===== config.mk =====
export PLATFORM = sky130hd
export DESIGN_NAME = hmd_top
export DESIGN_NICKNAME = d
export VERILOG_FILES = /design/src/verilog/hmd_pkg.sv /design/src/verilog/hmd_dec84.sv /design/src/verilog/hmd_dec2418.sv /design/src/verilog/hmd_top.sv
export VERILOG_INCLUDE_DIRS = /design/src /design/src/verilog
export SDC_FILE = /design/constraint.sdc
export NUM_CORES = 1
export LEC_CHECK = 0
export ABC_AREA = 1
export BUFFER_PORTS_ARGS = -buffer_cell sky130_fd_sc_hd__buf_2
export CAP_MARGIN = 20
export CORE_ASPECT_RATIO = 0.7
export CORE_MARGIN = 2
export CORE_UTILIZATION = 45
export DETAILED_ROUTE_END_ITERATION = 10
export HOLD_SLACK_MARGIN = 0.06
export PLACE_DENSITY = 0.68
export SYNTH_ARGS = -nofsm -noshare
export SYNTH_HDL_FRONTEND = slang
export SYNTH_SLANG_ARGS = --single-unit

===== constraint.sdc =====
create_clock -name CLK_I -period 4.5 [get_ports CLK_I]
set_input_delay 0.45 -clock CLK_I [delete_from_list [all_inputs] [get_ports CLK_I]]
set_output_delay 0.45 -clock CLK_I [all_outputs]
set_load 0.005 [all_outputs]

===== src/verilog/hmd_params.svh =====
// Constants of the Hamming decoder pair: offsets, fields and reset values.
// Overview of operation
// - 8/4 decode starts only on register write
// - 16-bit register decodes two bytes per write
// - 8/4 read returns nibbles plus error flags
// - Single error is corrected and flagged
// - Double error gives flags only, no data
// - 24/18 decode runs on its high register writes
// - 24/18 read returns result, not coded data
// - Chained mode decodes back-to-back 24-bit words
// - Chain: low/high write gives first word
// - Chain: 8/4 write completes second word
`ifndef HMD_PARAMS_SVH
`define HMD_PARAMS_SVH
// Register word indices; the byte address is four times the index.
`define HMD_IDX_H84 12'h21a
`define HMD_IDX_LO 12'h21c
`define HMD_IDX_HI 12'h21e
`define HMD_IDX_CTRL 12'h220
`define HMD_IDX_STAT 12'h221
`define HMD_IDX_MASK 12'h222
// Result fields: data in the low bits, flags above.
`define HMD_F84_SGL 4
`define HMD_F84_DBL 5
`define HMD_FHI_SGL 4
`define HMD_FHI_DBL 5
// Control bit that selects chained decoding.
`define HMD_CTRL_CONT 0
// Event bits of the status and mask registers.
`define HMD_EV_SGL 0
`define HMD_EV_DBL 1
`define HMD_EV_DONE 2
// Reset values.
`define HMD_RST_WORD 16'h0000
`define HMD_RST_EV 3'h0
`endif


===== src/verilog/hmd_pkg.sv =====
// Types shared by the Hamming decoder pair.
package hmd_pkg;
    // Bus slave phase, Gray coded.
    typedef enum logic [0:0] {
        HMD_ST_IDLE = 1'b0,
        HMD_ST_RWAIT = 1'b1
    } hmd_bus_st_t;
    // Width of one 8/4 result byte.
    typedef logic [7:0] hmd_res8_t;
endpackage : hmd_pkg


===== src/verilog/hmd_dec84.sv =====
// One 8/4 Hamming byte decoder, purely combinational.
module hmd_dec84 (
    // Coded byte.
    input wire logic [7:0] code_i,
    // Decoded nibble and error flags.
    output logic [3:0] data_o,
    output logic single_o,
    output logic double_o
);
    logic [2:0] syn; // Failed parity checks.
    logic par_bad; // Overall odd parity failed.
    logic [7:0] fix; // Byte after correction.
    logic [2:0] pos; // Bit that the syndrome points at.

    // Checks use odd parity; a failed overall check means one flipped bit.
    always_comb begin
        syn[0] = ~(code_i[0] ^ code_i[1] ^ code_i[5] ^ code_i[7]);
        syn[1] = ~(code_i[1] ^ code_i[2] ^ code_i[3] ^ code_i[7]);
        syn[2] = ~(code_i[1] ^ code_i[3] ^ code_i[4] ^ code_i[5]);
        par_bad = ~(^code_i);
        unique case (syn)
            3'h0: pos = 3'h6;
            3'h1: pos = 3'h0;
            3'h2: pos = 3'h2;
            3'h3: pos = 3'h7;
            3'h4: pos = 3'h4;
            3'h5: pos = 3'h5;
            3'h6: pos = 3'h3;
            3'h7: pos = 3'h1;
        endcase
        fix = code_i;
        if (par_bad) begin
            fix[pos] = ~code_i[pos];
        end
        single_o = par_bad;
        double_o = ~par_bad & (syn != 3'h0);
        // A double error yields no data.
        data_o = double_o ? 4'h0 : {fix[7], fix[5], fix[3], fix[1]};
    end
endmodule : hmd_dec84


===== src/verilog/hmd_dec2418.sv =====
// One 24/18 Hamming word decoder, purely combinational.
module hmd_dec2418 (
    // Coded word, bit 0 is position 1.
    input wire logic [23:0] code_i,
    // Decoded data and error flags.
    output logic [17:0] data_o,
    output logic single_o,
    output logic double_o
);
    logic [4:0] syn; // Position syndrome.
    logic par_bad; // Overall odd parity failed.
    logic [23:0] fix; // Word after correction.

    // Syndrome is the XOR of the positions of set bits 1..23.
    always_comb begin
        int k;
        k = 0;
        syn = 5'h00;
        for (int i = 0; i < 23; i++) begin
            if (code_i[i]) begin
                syn = syn ^ 5'(i + 1);
            end
        end
        par_bad = ~(^code_i);
        double_o = (syn != 5'h00) & (~par_bad | (syn > 5'd23));
        single_o = par_bad & ~double_o;
        fix = code_i;
        if (single_o && syn != 5'h00) begin
            fix[syn - 5'h01] = ~code_i[syn - 5'h01];
        end
        data_o = 18'h00000;
        for (int i = 0; i < 23; i++) begin
            if (((i + 1) & i) != 0) begin
                data_o[k] = fix[i];
                k = k + 1;
            end
        end
        if (double_o) begin
            data_o = 18'h00000;
        end
    end
endmodule : hmd_dec2418


===== src/verilog/hmd_top.sv =====
// AHB-Lite Hamming decoder pair with chained 24/18 mode and interrupt.
`include "hmd_params.svh"
module hmd_top (
    // Clock and reset.
    input wire logic CLK_I,
    input wire logic SYS_RST_I,
    // AHB-Lite slave request.
    input wire logic HSEL_I,
    input wire logic [31:0] HADDR_I,
    input wire logic [1:0] HTRANS_I,
    input wire logic HWRITE_I,
    input wire logic [2:0] HSIZE_I,
    input wire logic [31:0] HWDATA_I,
    input wire logic HREADY_I,
    // AHB-Lite slave answer.
    output logic [31:0] HRDATA_O,
    output logic HREADYOUT_O,
    output logic HRESP_O,
    // Interrupt.
    output logic IRQ_O
);
    ////////////////////////////////////////////////////////////////////////
    // Declarations.
    ////////////////////////////////////////////////////////////////////////
    hmd_pkg::hmd_bus_st_t bus_st_ff; // Bus phase.
    logic acc; // Transfer accepted this cycle.
    logic hit; // Address is word aligned and in range.
    logic [11:0] idx; // Word index of the address phase.
    logic wr_ph_ff; // Write data phase pending.
    logic [11:0] wr_idx_ff; // Index of the pending write.
    logic [11:0] rd_idx_ff; // Index of the pending read.
    logic hready_ff; // Ready answer to the bus.
    logic [31:0] hrdata_ff; // Read data answer.
    logic hresp_ff; // Response, always OKAY.
    logic wr_84; // Write to the 8/4 register.
    logic wr_lo; // Write to the low 24/18 register.
    logic wr_hi; // Write to the high 24/18 register.
    logic wr_ctrl; // Write to the control register.
    logic wr_stat; // Write to the status register.
    logic wr_mask; // Write to the mask register.
    logic do_84; // Standalone 8/4 decode now.
    logic do_2418; // 24/18 decode now.
    logic cont_ff; // Chained mode enable.
    logic [15:0] coded_lo_ff; // Low coded half of the first word.
    logic [7:0] l2_ff; // Low byte of the next chained word.
    logic [15:0] res84_ff; // 8/4 result register.
    logic [15:0] nxt_res84; // Fresh 8/4 result.
    logic [1:0] sgl84; // Per-byte single error.
    logic [1:0] dbl84; // Per-byte double error.
    logic [23:0] in_2418; // Coded word into the 24/18 decoder.
    logic [17:0] d2418; // Decoded 24/18 data.
    logic s2418; // 24/18 single error.
    logic b2418; // 24/18 double error.
    logic [15:0] res_lo_ff; // 24/18 low result register.
    logic [15:0] res_hi_ff; // 24/18 high result register.
    logic [2:0] ev; // Events of this cycle.
    logic [2:0] stat_ff; // Sticky event status.
    logic [2:0] nxt_stat; // Next status.
    logic [2:0] mask_ff; // Interrupt mask.
    logic irq_ff; // Interrupt level.
    logic [31:0] rd_mux; // Read value selected by index.

    ////////////////////////////////////////////////////////////////////////
    // Address phase decode.
    ////////////////////////////////////////////////////////////////////////
    // Only NONSEQ or SEQ with ready high is taken.
    assign acc = HSEL_I & HTRANS_I[1] & HREADY_I;
    assign idx = HADDR_I[13:2];
    assign hit = (HADDR_I[31:14] == 18'h00000) & (HADDR_I[1:0] == 2'h0);

    // Write data phase decode; unmapped writes are dropped.
    assign wr_84 = wr_ph_ff & (wr_idx_ff == `HMD_IDX_H84);
    assign wr_lo = wr_ph_ff & (wr_idx_ff == `HMD_IDX_LO);
    assign wr_hi = wr_ph_ff & (wr_idx_ff == `HMD_IDX_HI);
    assign wr_ctrl = wr_ph_ff & (wr_idx_ff == `HMD_IDX_CTRL);
    assign wr_stat = wr_ph_ff & (wr_idx_ff == `HMD_IDX_STAT);
    assign wr_mask = wr_ph_ff & (wr_idx_ff == `HMD_IDX_MASK);

    // A chained 8/4 write feeds the 24/18 path and leaves the 8/4 result alone.
    assign do_84 = wr_84 & ~cont_ff;
    assign do_2418 = wr_hi | (wr_84 & cont_ff);

    // Remember the write target for its data phase.
    always_ff @(posedge CLK_I or posedge SYS_RST_I) begin
        if (SYS_RST_I) begin
            wr_ph_ff <= 1'b0;
            wr_idx_ff <= 12'h000;
        end else begin
            wr_ph_ff <= acc & HWRITE_I & hit;
            wr_idx_ff <= idx;
        end
    end

    ////////////////////////////////////////////////////////////////////////
    // Read path: one wait state so that read data come from a register.
    ////////////////////////////////////////////////////////////////////////
    // Read mux; unmapped words read zero.
    always_comb begin
        rd_mux = 32'h00000000;
        unique case (rd_idx_ff)
            `HMD_IDX_H84: rd_mux = {16'h0000, res84_ff};
            `HMD_IDX_LO: rd_mux = {16'h0000, res_lo_ff};
            `HMD_IDX_HI: rd_mux = {16'h0000, res_hi_ff};
            `HMD_IDX_CTRL: rd_mux = {31'h00000000, cont_ff};
            `HMD_IDX_STAT: rd_mux = {29'h00000000, stat_ff};
            `HMD_IDX_MASK: rd_mux = {29'h00000000, mask_ff};
            default: rd_mux = 32'h00000000;
        endcase
    end

    // Phase machine: a read drops ready for one cycle while data load.
    always_ff @(posedge CLK_I or posedge SYS_RST_I) begin
        if (SYS_RST_I) begin
            bus_st_ff <= hmd_pkg::HMD_ST_IDLE;
            hready_ff <= 1'b1;
            rd_idx_ff <= 12'hfff;
            hrdata_ff <= 32'h00000000;
        end else begin
            unique case (bus_st_ff)
                hmd_pkg::HMD_ST_IDLE: begin
                    // Start a read wait on an accepted read.
                    if (acc && !HWRITE_I) begin
                        bus_st_ff <= hmd_pkg::HMD_ST_RWAIT;
                        hready_ff <= 1'b0;
                        rd_idx_ff <= hit ? idx : 12'hfff;
                    end
                end
                hmd_pkg::HMD_ST_RWAIT: begin
                    // Load the answer and release the bus.
                    bus_st_ff <= hmd_pkg::HMD_ST_IDLE;
                    hready_ff <= 1'b1;
                    hrdata_ff <= rd_mux;
                end
            endcase
        end
    end

    // Response is always OKAY.
    always_ff @(posedge CLK_I or posedge SYS_RST_I) begin
        if (SYS_RST_I) begin
            hresp_ff <= 1'b0;
        end else begin
            hresp_ff <= 1'b0;
        end
    end

    ////////////////////////////////////////////////////////////////////////
    // Control register.
    ////////////////////////////////////////////////////////////////////////
    // Chained mode bit, written by software.
    always_ff @(posedge CLK_I or posedge SYS_RST_I) begin
        if (SYS_RST_I) begin
            cont_ff <= 1'b0;
        end else if (wr_ctrl) begin
            cont_ff <= HWDATA_I[`HMD_CTRL_CONT];
        end
    end

    ////////////////////////////////////////////////////////////////////////
    // 8/4 decoder: two bytes side by side.
    ////////////////////////////////////////////////////////////////////////
    // Each byte has its own decoder; result byte is {0,0,dbl,sgl,nibble}.
    for (genvar g = 0; g < 2; g++) begin : g_dec84
        logic [3:0] nib;
        hmd_dec84 u_dec (
            .code_i(HWDATA_I[8 * g +: 8]),
            .data_o(nib),
            .single_o(sgl84[g]),
            .double_o(dbl84[g])
        );
        assign nxt_res84[8 * g +: 8] = {2'h0, dbl84[g], sgl84[g], nib};
    end

    // The 8/4 result changes only on a standalone write and is held after.
    always_ff @(posedge CLK_I or posedge SYS_RST_I) begin
        if (SYS_RST_I) begin
            res84_ff <= `HMD_RST_WORD;
        end else if (do_84) begin
            res84_ff <= nxt_res84;
        end
    end

    ////////////////////////////////////////////////////////////////////////
    // 24/18 decoder and chained word assembly.
    ////////////////////////////////////////////////////////////////////////
    // A high write completes the first word; a chained 8/4 write completes
    // the next one from its high and middle bytes plus the saved low byte.
    assign in_2418 = wr_hi ? {HWDATA_I[7:0], coded_lo_ff}
                           : {HWDATA_I[15:8], HWDATA_I[7:0], l2_ff};

    hmd_dec2418 u_dec2418 (
        .code_i(in_2418),
        .data_o(d2418),
        .single_o(s2418),
        .double_o(b2418)
    );

    // Coded halves kept until the word is complete.
    always_ff @(posedge CLK_I or posedge SYS_RST_I) begin
        if (SYS_RST_I) begin
            coded_lo_ff <= `HMD_RST_WORD;
            l2_ff <= 8'h00;
        end else begin
            if (wr_lo) begin
                coded_lo_ff <= HWDATA_I[15:0];
            end
            if (wr_hi) begin
                l2_ff <= HWDATA_I[15:8];
            end
        end
    end

    // Results load the registers that software reads, apart from the coded data, and then hold.
    always_ff @(posedge CLK_I or posedge SYS_RST_I) begin
        if (SYS_RST_I) begin
            res_lo_ff <= `HMD_RST_WORD;
            res_hi_ff <= `HMD_RST_WORD;
        end else if (do_2418) begin
            res_lo_ff <= d2418[15:0];
            res_hi_ff <= {10'h000, b2418, s2418, 2'h0, d2418[17:16]};
        end
    end

    ////////////////////////////////////////////////////////////////////////
    // Events, status, mask and interrupt.
    ////////////////////////////////////////////////////////////////////////
    // Error and completion events of this cycle.
    always_comb begin
        ev = `HMD_RST_EV;
        ev[`HMD_EV_SGL] = (do_84 & (|sgl84)) | (do_2418 & s2418);
        ev[`HMD_EV_DBL] = (do_84 & (|dbl84)) | (do_2418 & b2418);
        ev[`HMD_EV_DONE] = do_84 | do_2418;
    end

    // Write one clears; a new event in the same cycle wins.
    always_comb begin
        nxt_stat = stat_ff;
        if (wr_stat) begin
            nxt_stat = stat_ff & ~HWDATA_I[2:0];
        end
        nxt_stat = nxt_stat | ev;
    end

    // Sticky status bits.
    always_ff @(posedge CLK_I or posedge SYS_RST_I) begin
        if (SYS_RST_I) begin
            stat_ff <= `HMD_RST_EV;
        end else begin
            stat_ff <= nxt_stat;
        end
    end

    // Mask register.
    always_ff @(posedge CLK_I or posedge SYS_RST_I) begin
        if (SYS_RST_I) begin
            mask_ff <= `HMD_RST_EV;
        end else if (wr_mask) begin
            mask_ff <= HWDATA_I[2:0];
        end
    end

    // Interrupt level follows any unmasked set bit.
    always_ff @(posedge CLK_I or posedge SYS_RST_I) begin
        if (SYS_RST_I) begin
            irq_ff <= 1'b0;
        end else begin
            irq_ff <= |(stat_ff & mask_ff);
        end
    end

    ////////////////////////////////////////////////////////////////////////
    // Outputs.
    ////////////////////////////////////////////////////////////////////////
    assign HRDATA_O = hrdata_ff;
    assign HREADYOUT_O = hready_ff;
    assign HRESP_O = hresp_ff;
    assign IRQ_O = irq_ff;
endmodule : hmd_top


==> results.md <==
- Most used DFF post-synth: dfrtp_1
- Max Clock Freq: 245 MHz
- Arr. time, crit path: 4.37 ns
- CTS tree: done
- Die X: 160 um
- Final setup violation count: 0
- Share of cells above drive strength 1: 14.4%
- H-tree Lvls: 3
- RD Place Congestion: 0.949
- Fillers: 1,664
- Hold Crit Class: in -> reg
- CP Class: reg -> reg
- Post-synthesis cell area: 7660 sq um
- Initial Util: 46.4%
- Hold WS: 0.210 ns
- Die ar.: 18,100 sq um
- Core Region: 16,500 sq um
- Max stage delay on crit path: 0.46 ns
- Diode count: 0
- CTS Buf Count: 9
- Leak Pwr: 4.48 nW
- Antenna-violating nets left: 0
- Vias in the first global route: 6,563
- Syn Inst Count: 1,116
- Via count: 7,428
- Rel. slew slack: 42.2%
- Most used cell, CP: nand2_1
- Avg Inst Size Synth: 6.86 sq um
- Area post-placement: 8210 sq um
- CP max stage cell: buf_4
- Postcts setup bufs: 0
- Root buf cell: clkbuf_16
- Startpoint type of the worst setup path: flip-flop
- Worst vdd ir: 217 uV
- Initial antenna violation count: 0
- Fin. max-slew vios: 0
- Row cnt: 39
- Fin Setup TNS: 0 ns
- Max cap viols: 0
- Synth Warn #: 0
- Worst-margin pin slew: 0.845 ns
- # DRC: 0
- Largest net degree at the start of global routing: 81
- Simple-Gate Fraction of Synth Area: 37.8%
- CTS sink cnt: 107
- Syn-to-layout area delta: 12.0%
- Cts repair resizes: 0
- First DRT Iteration DRCs: 728
- IO buf count: 71
- Total gr overflow: 0
- Fin area: 8570 sq um
- Outcome: finished clean
- Req. time, crit path: 4.79 ns
- Crit end category: flip-flop
- DPL Wire Length: 16,600 um
- Synth async-reset ratio: 100%
- Worst-skew pair later-pin latency: 0.35 ns
- Worst path buffer plus inverter count: 4
- Crit-path leading delay family: simple AND/OR/NAND/NOR gates
- Setup WS pre-CTS: 0.536 ns
- Clock buffer depth: 2
- Layout Skew: 0.00951 ns
- First-pass iteration count of the detailed router: 6
- Die outline height: 113 um
- Final period util: 90.8%
- First-pass GRT wire length: 35,000 um
- Clk slew on worst S/H paths: 0.08 ns
- Number of synthesized flops with an enable pin: 0
- DR WL/cell: 15.3 um
- Crit path max fanout: 52
- PnR worst setup slack: 0.412 ns
- Hold_buf cts: 0
- Largest family of logic cells by synthesized area: simple AND/OR/NAND/NOR gates
- Xor-xnor portion of the synthesized cell area: 5.08%
- Pwr per Cell Area: 313 nW/um^2
- RSZ-0062 raised after global routing: no
- GRT Total Usage: 24.4%
- Synth Area in Adders: 1.96%
- Count of distinct cell types in the synthesized netlist: 47
- Synth Area in Compound Gates: 10.0%
- I/O Pins: 109
- Post-synthesis sequential area ratio: 35.2%
- Final worst path period need: 4.09 ns
- Mux cell area share after synthesis: 0%
- Final Hold Fails: 0
- Synthesized flop and latch total: 107
- Avg Vias per Cell: 5.25
- Final wirelength: 21,600 um
- Nets: 1,271
## report_power, final
part	internal, mW	switching [mW]	total [mW]
logic	0.240	0.564	0.804
clock network	0.472	0.376	0.848
registers	1.01	0.0244	1.03
## synthesized netlist by cell type (5+ instances only)
| library cell | instances | area, sq um |
|---|---|---|
| a21oi_1 | 9 | 45.0 |
| a32o_1 | 15 | 150 |
| buf_2 | 7 | 35.0 |
| buf_4 | 19 | 143 |
| buf_6 | 6 | 67.6 |
| clkbuf_1 | 18 | 67.6 |
| dfrtp_1 | 94 | 2350 |
| dfstp_2 | 13 | 342 |
| ha_1 | 12 | 150 |
| inv_1 | 106 | 398 |
| inv_2 | 9 | 33.8 |
| nand2_1 | 435 | 1630 |
| nand2_2 | 10 | 62.6 |
| nand3_1 | 114 | 571 |
| nand3b_1 | 8 | 60.1 |
| nand4_1 | 10 | 62.6 |
| nor2_1 | 40 | 150 |
| nor3_1 | 24 | 120 |
| nor4_1 | 7 | 43.8 |
| o21ai_0 | 75 | 375 |
| or2_2 | 5 | 31.3 |
| xnor2_1 | 12 | 105 |
| xor2_1 | 25 | 219 |
## cell type report
cell class	instances	area (sq um)	share of cell area, %
Clock inverter	5	67.6	0.788
Clock buffer	11	253	2.95
Sequential cell	107	2690	31.4
Tap cell	225	282	3.28
Inverter	117	444	5.18
Multi-Input combinational cell	858	4280	49.9
Timing Repair Buffer	92	552	6.44
## worst reg2reg max path: stages (launching register included)
cell and delay [ns]:
dfrtp_1 0.42, nand2_1 0.18, nor2_8 0.07, nand3_4 0.05
buf_4 0.46, nand2_1 0.14, nand2_1 0.31, nand2_1 0.09
nand2_1 0.13, inv_1 0.07, nand2_1 0.05, nand3_1 0.07
nand2_1 0.10, nand3_1 0.09, nand2_2 0.23, inv_2 0.06
ha_1 0.45, inv_1 0.18, nand3_1 0.12, nand2_1 0.07
nand2_1 0.06, nand2_1 0.04, nand2_1 0.09, nand3_4 0.20
nand2_1 0.12, nand3_1 0.10, nand2_1 0.10
## metrics by stage
stage	instances	util (%)	power, mW
floorplan	1132	-	1.65
global placement	1396	49.7	1.83
detailed placement	1396	49.7	1.84
CTS	1412	51.7	2.68
global route	1415	52.0	2.84
finish	1415	52.0	2.69
## sequential cells by signal, summed over array words and instances, names as in the netlist
name and flops:
bus_st_ff 1, HRDATA_O 16, wr_idx_ff 12, l2_ff 8, res_hi_ff 4, wr_ph_ff 1
stat_ff 3, cont_ff 1, mask_ff 3, coded_lo_ff 16, HREADYOUT_O 1, res_lo_ff 16
IRQ_O 1, rd_idx_ff 12, res84_ff 12
## logic make-up (layout without fill, tap and decap cells)
family,Yosys count,after routing
buffers and inverters,167,225
other,1,17
adder cells (fa/ha/maj),12,12
AO/OA/AOI/OAI,121,121
flip-flops,107,107
AND/OR/NAND/NOR,667,667
XOR/XNOR,41,41
## metal layers
layer  share of wire, %  track usage (%)  vias to the layer above
met5                  0                0                        -
met4                1.0             3.90                        0
met3                 10             6.30                       21
met2                 40             33.8                      272
met1                 49             38.2                     3445
li1                   -                -                     3690
## placed cells by master (no fill, tap or decap), types with 9 or more instances in the layout
cell type  instances
a21oi_1            9
a32o_1            15
buf_2             71
buf_4             17
clkbuf_16          9
conb_1            17
dfrtp_1           94
dfstp_2           13
ha_1              12
inv_1            105
inv_2              9
nand2_1          435
nand2_2           10
nand3_1          114
nand4_1           10
nor2_1            39
nor3_1            23
o21ai_0           75
xnor2_1           12
xor2_1            25
## worst paths after layout
| kind | start | to | slack (ns) | depth (start not counted) |
|---|---|---|---|---|
| max reg2reg | wr_idx_ff[2] | res_lo_ff[11] | 0.41 | 26 |
| min in group asynchronous | SYS_RST_I | HRDATA_O[9] | 0.58 | 3 |
| min reg2reg | rd_idx_ff[7] | rd_idx_ff[7] | 0.48 | 2 |
| max | wr_idx_ff[2] | res_lo_ff[11] | 0.41 | 26 |
| max in group asynchronous | SYS_RST_I | coded_lo_ff[4] | 2.90 | 5 |
| min | HADDR_I[10] | wr_idx_ff[8] | 0.21 | 1 |
(Power assumes the default switching activity.)
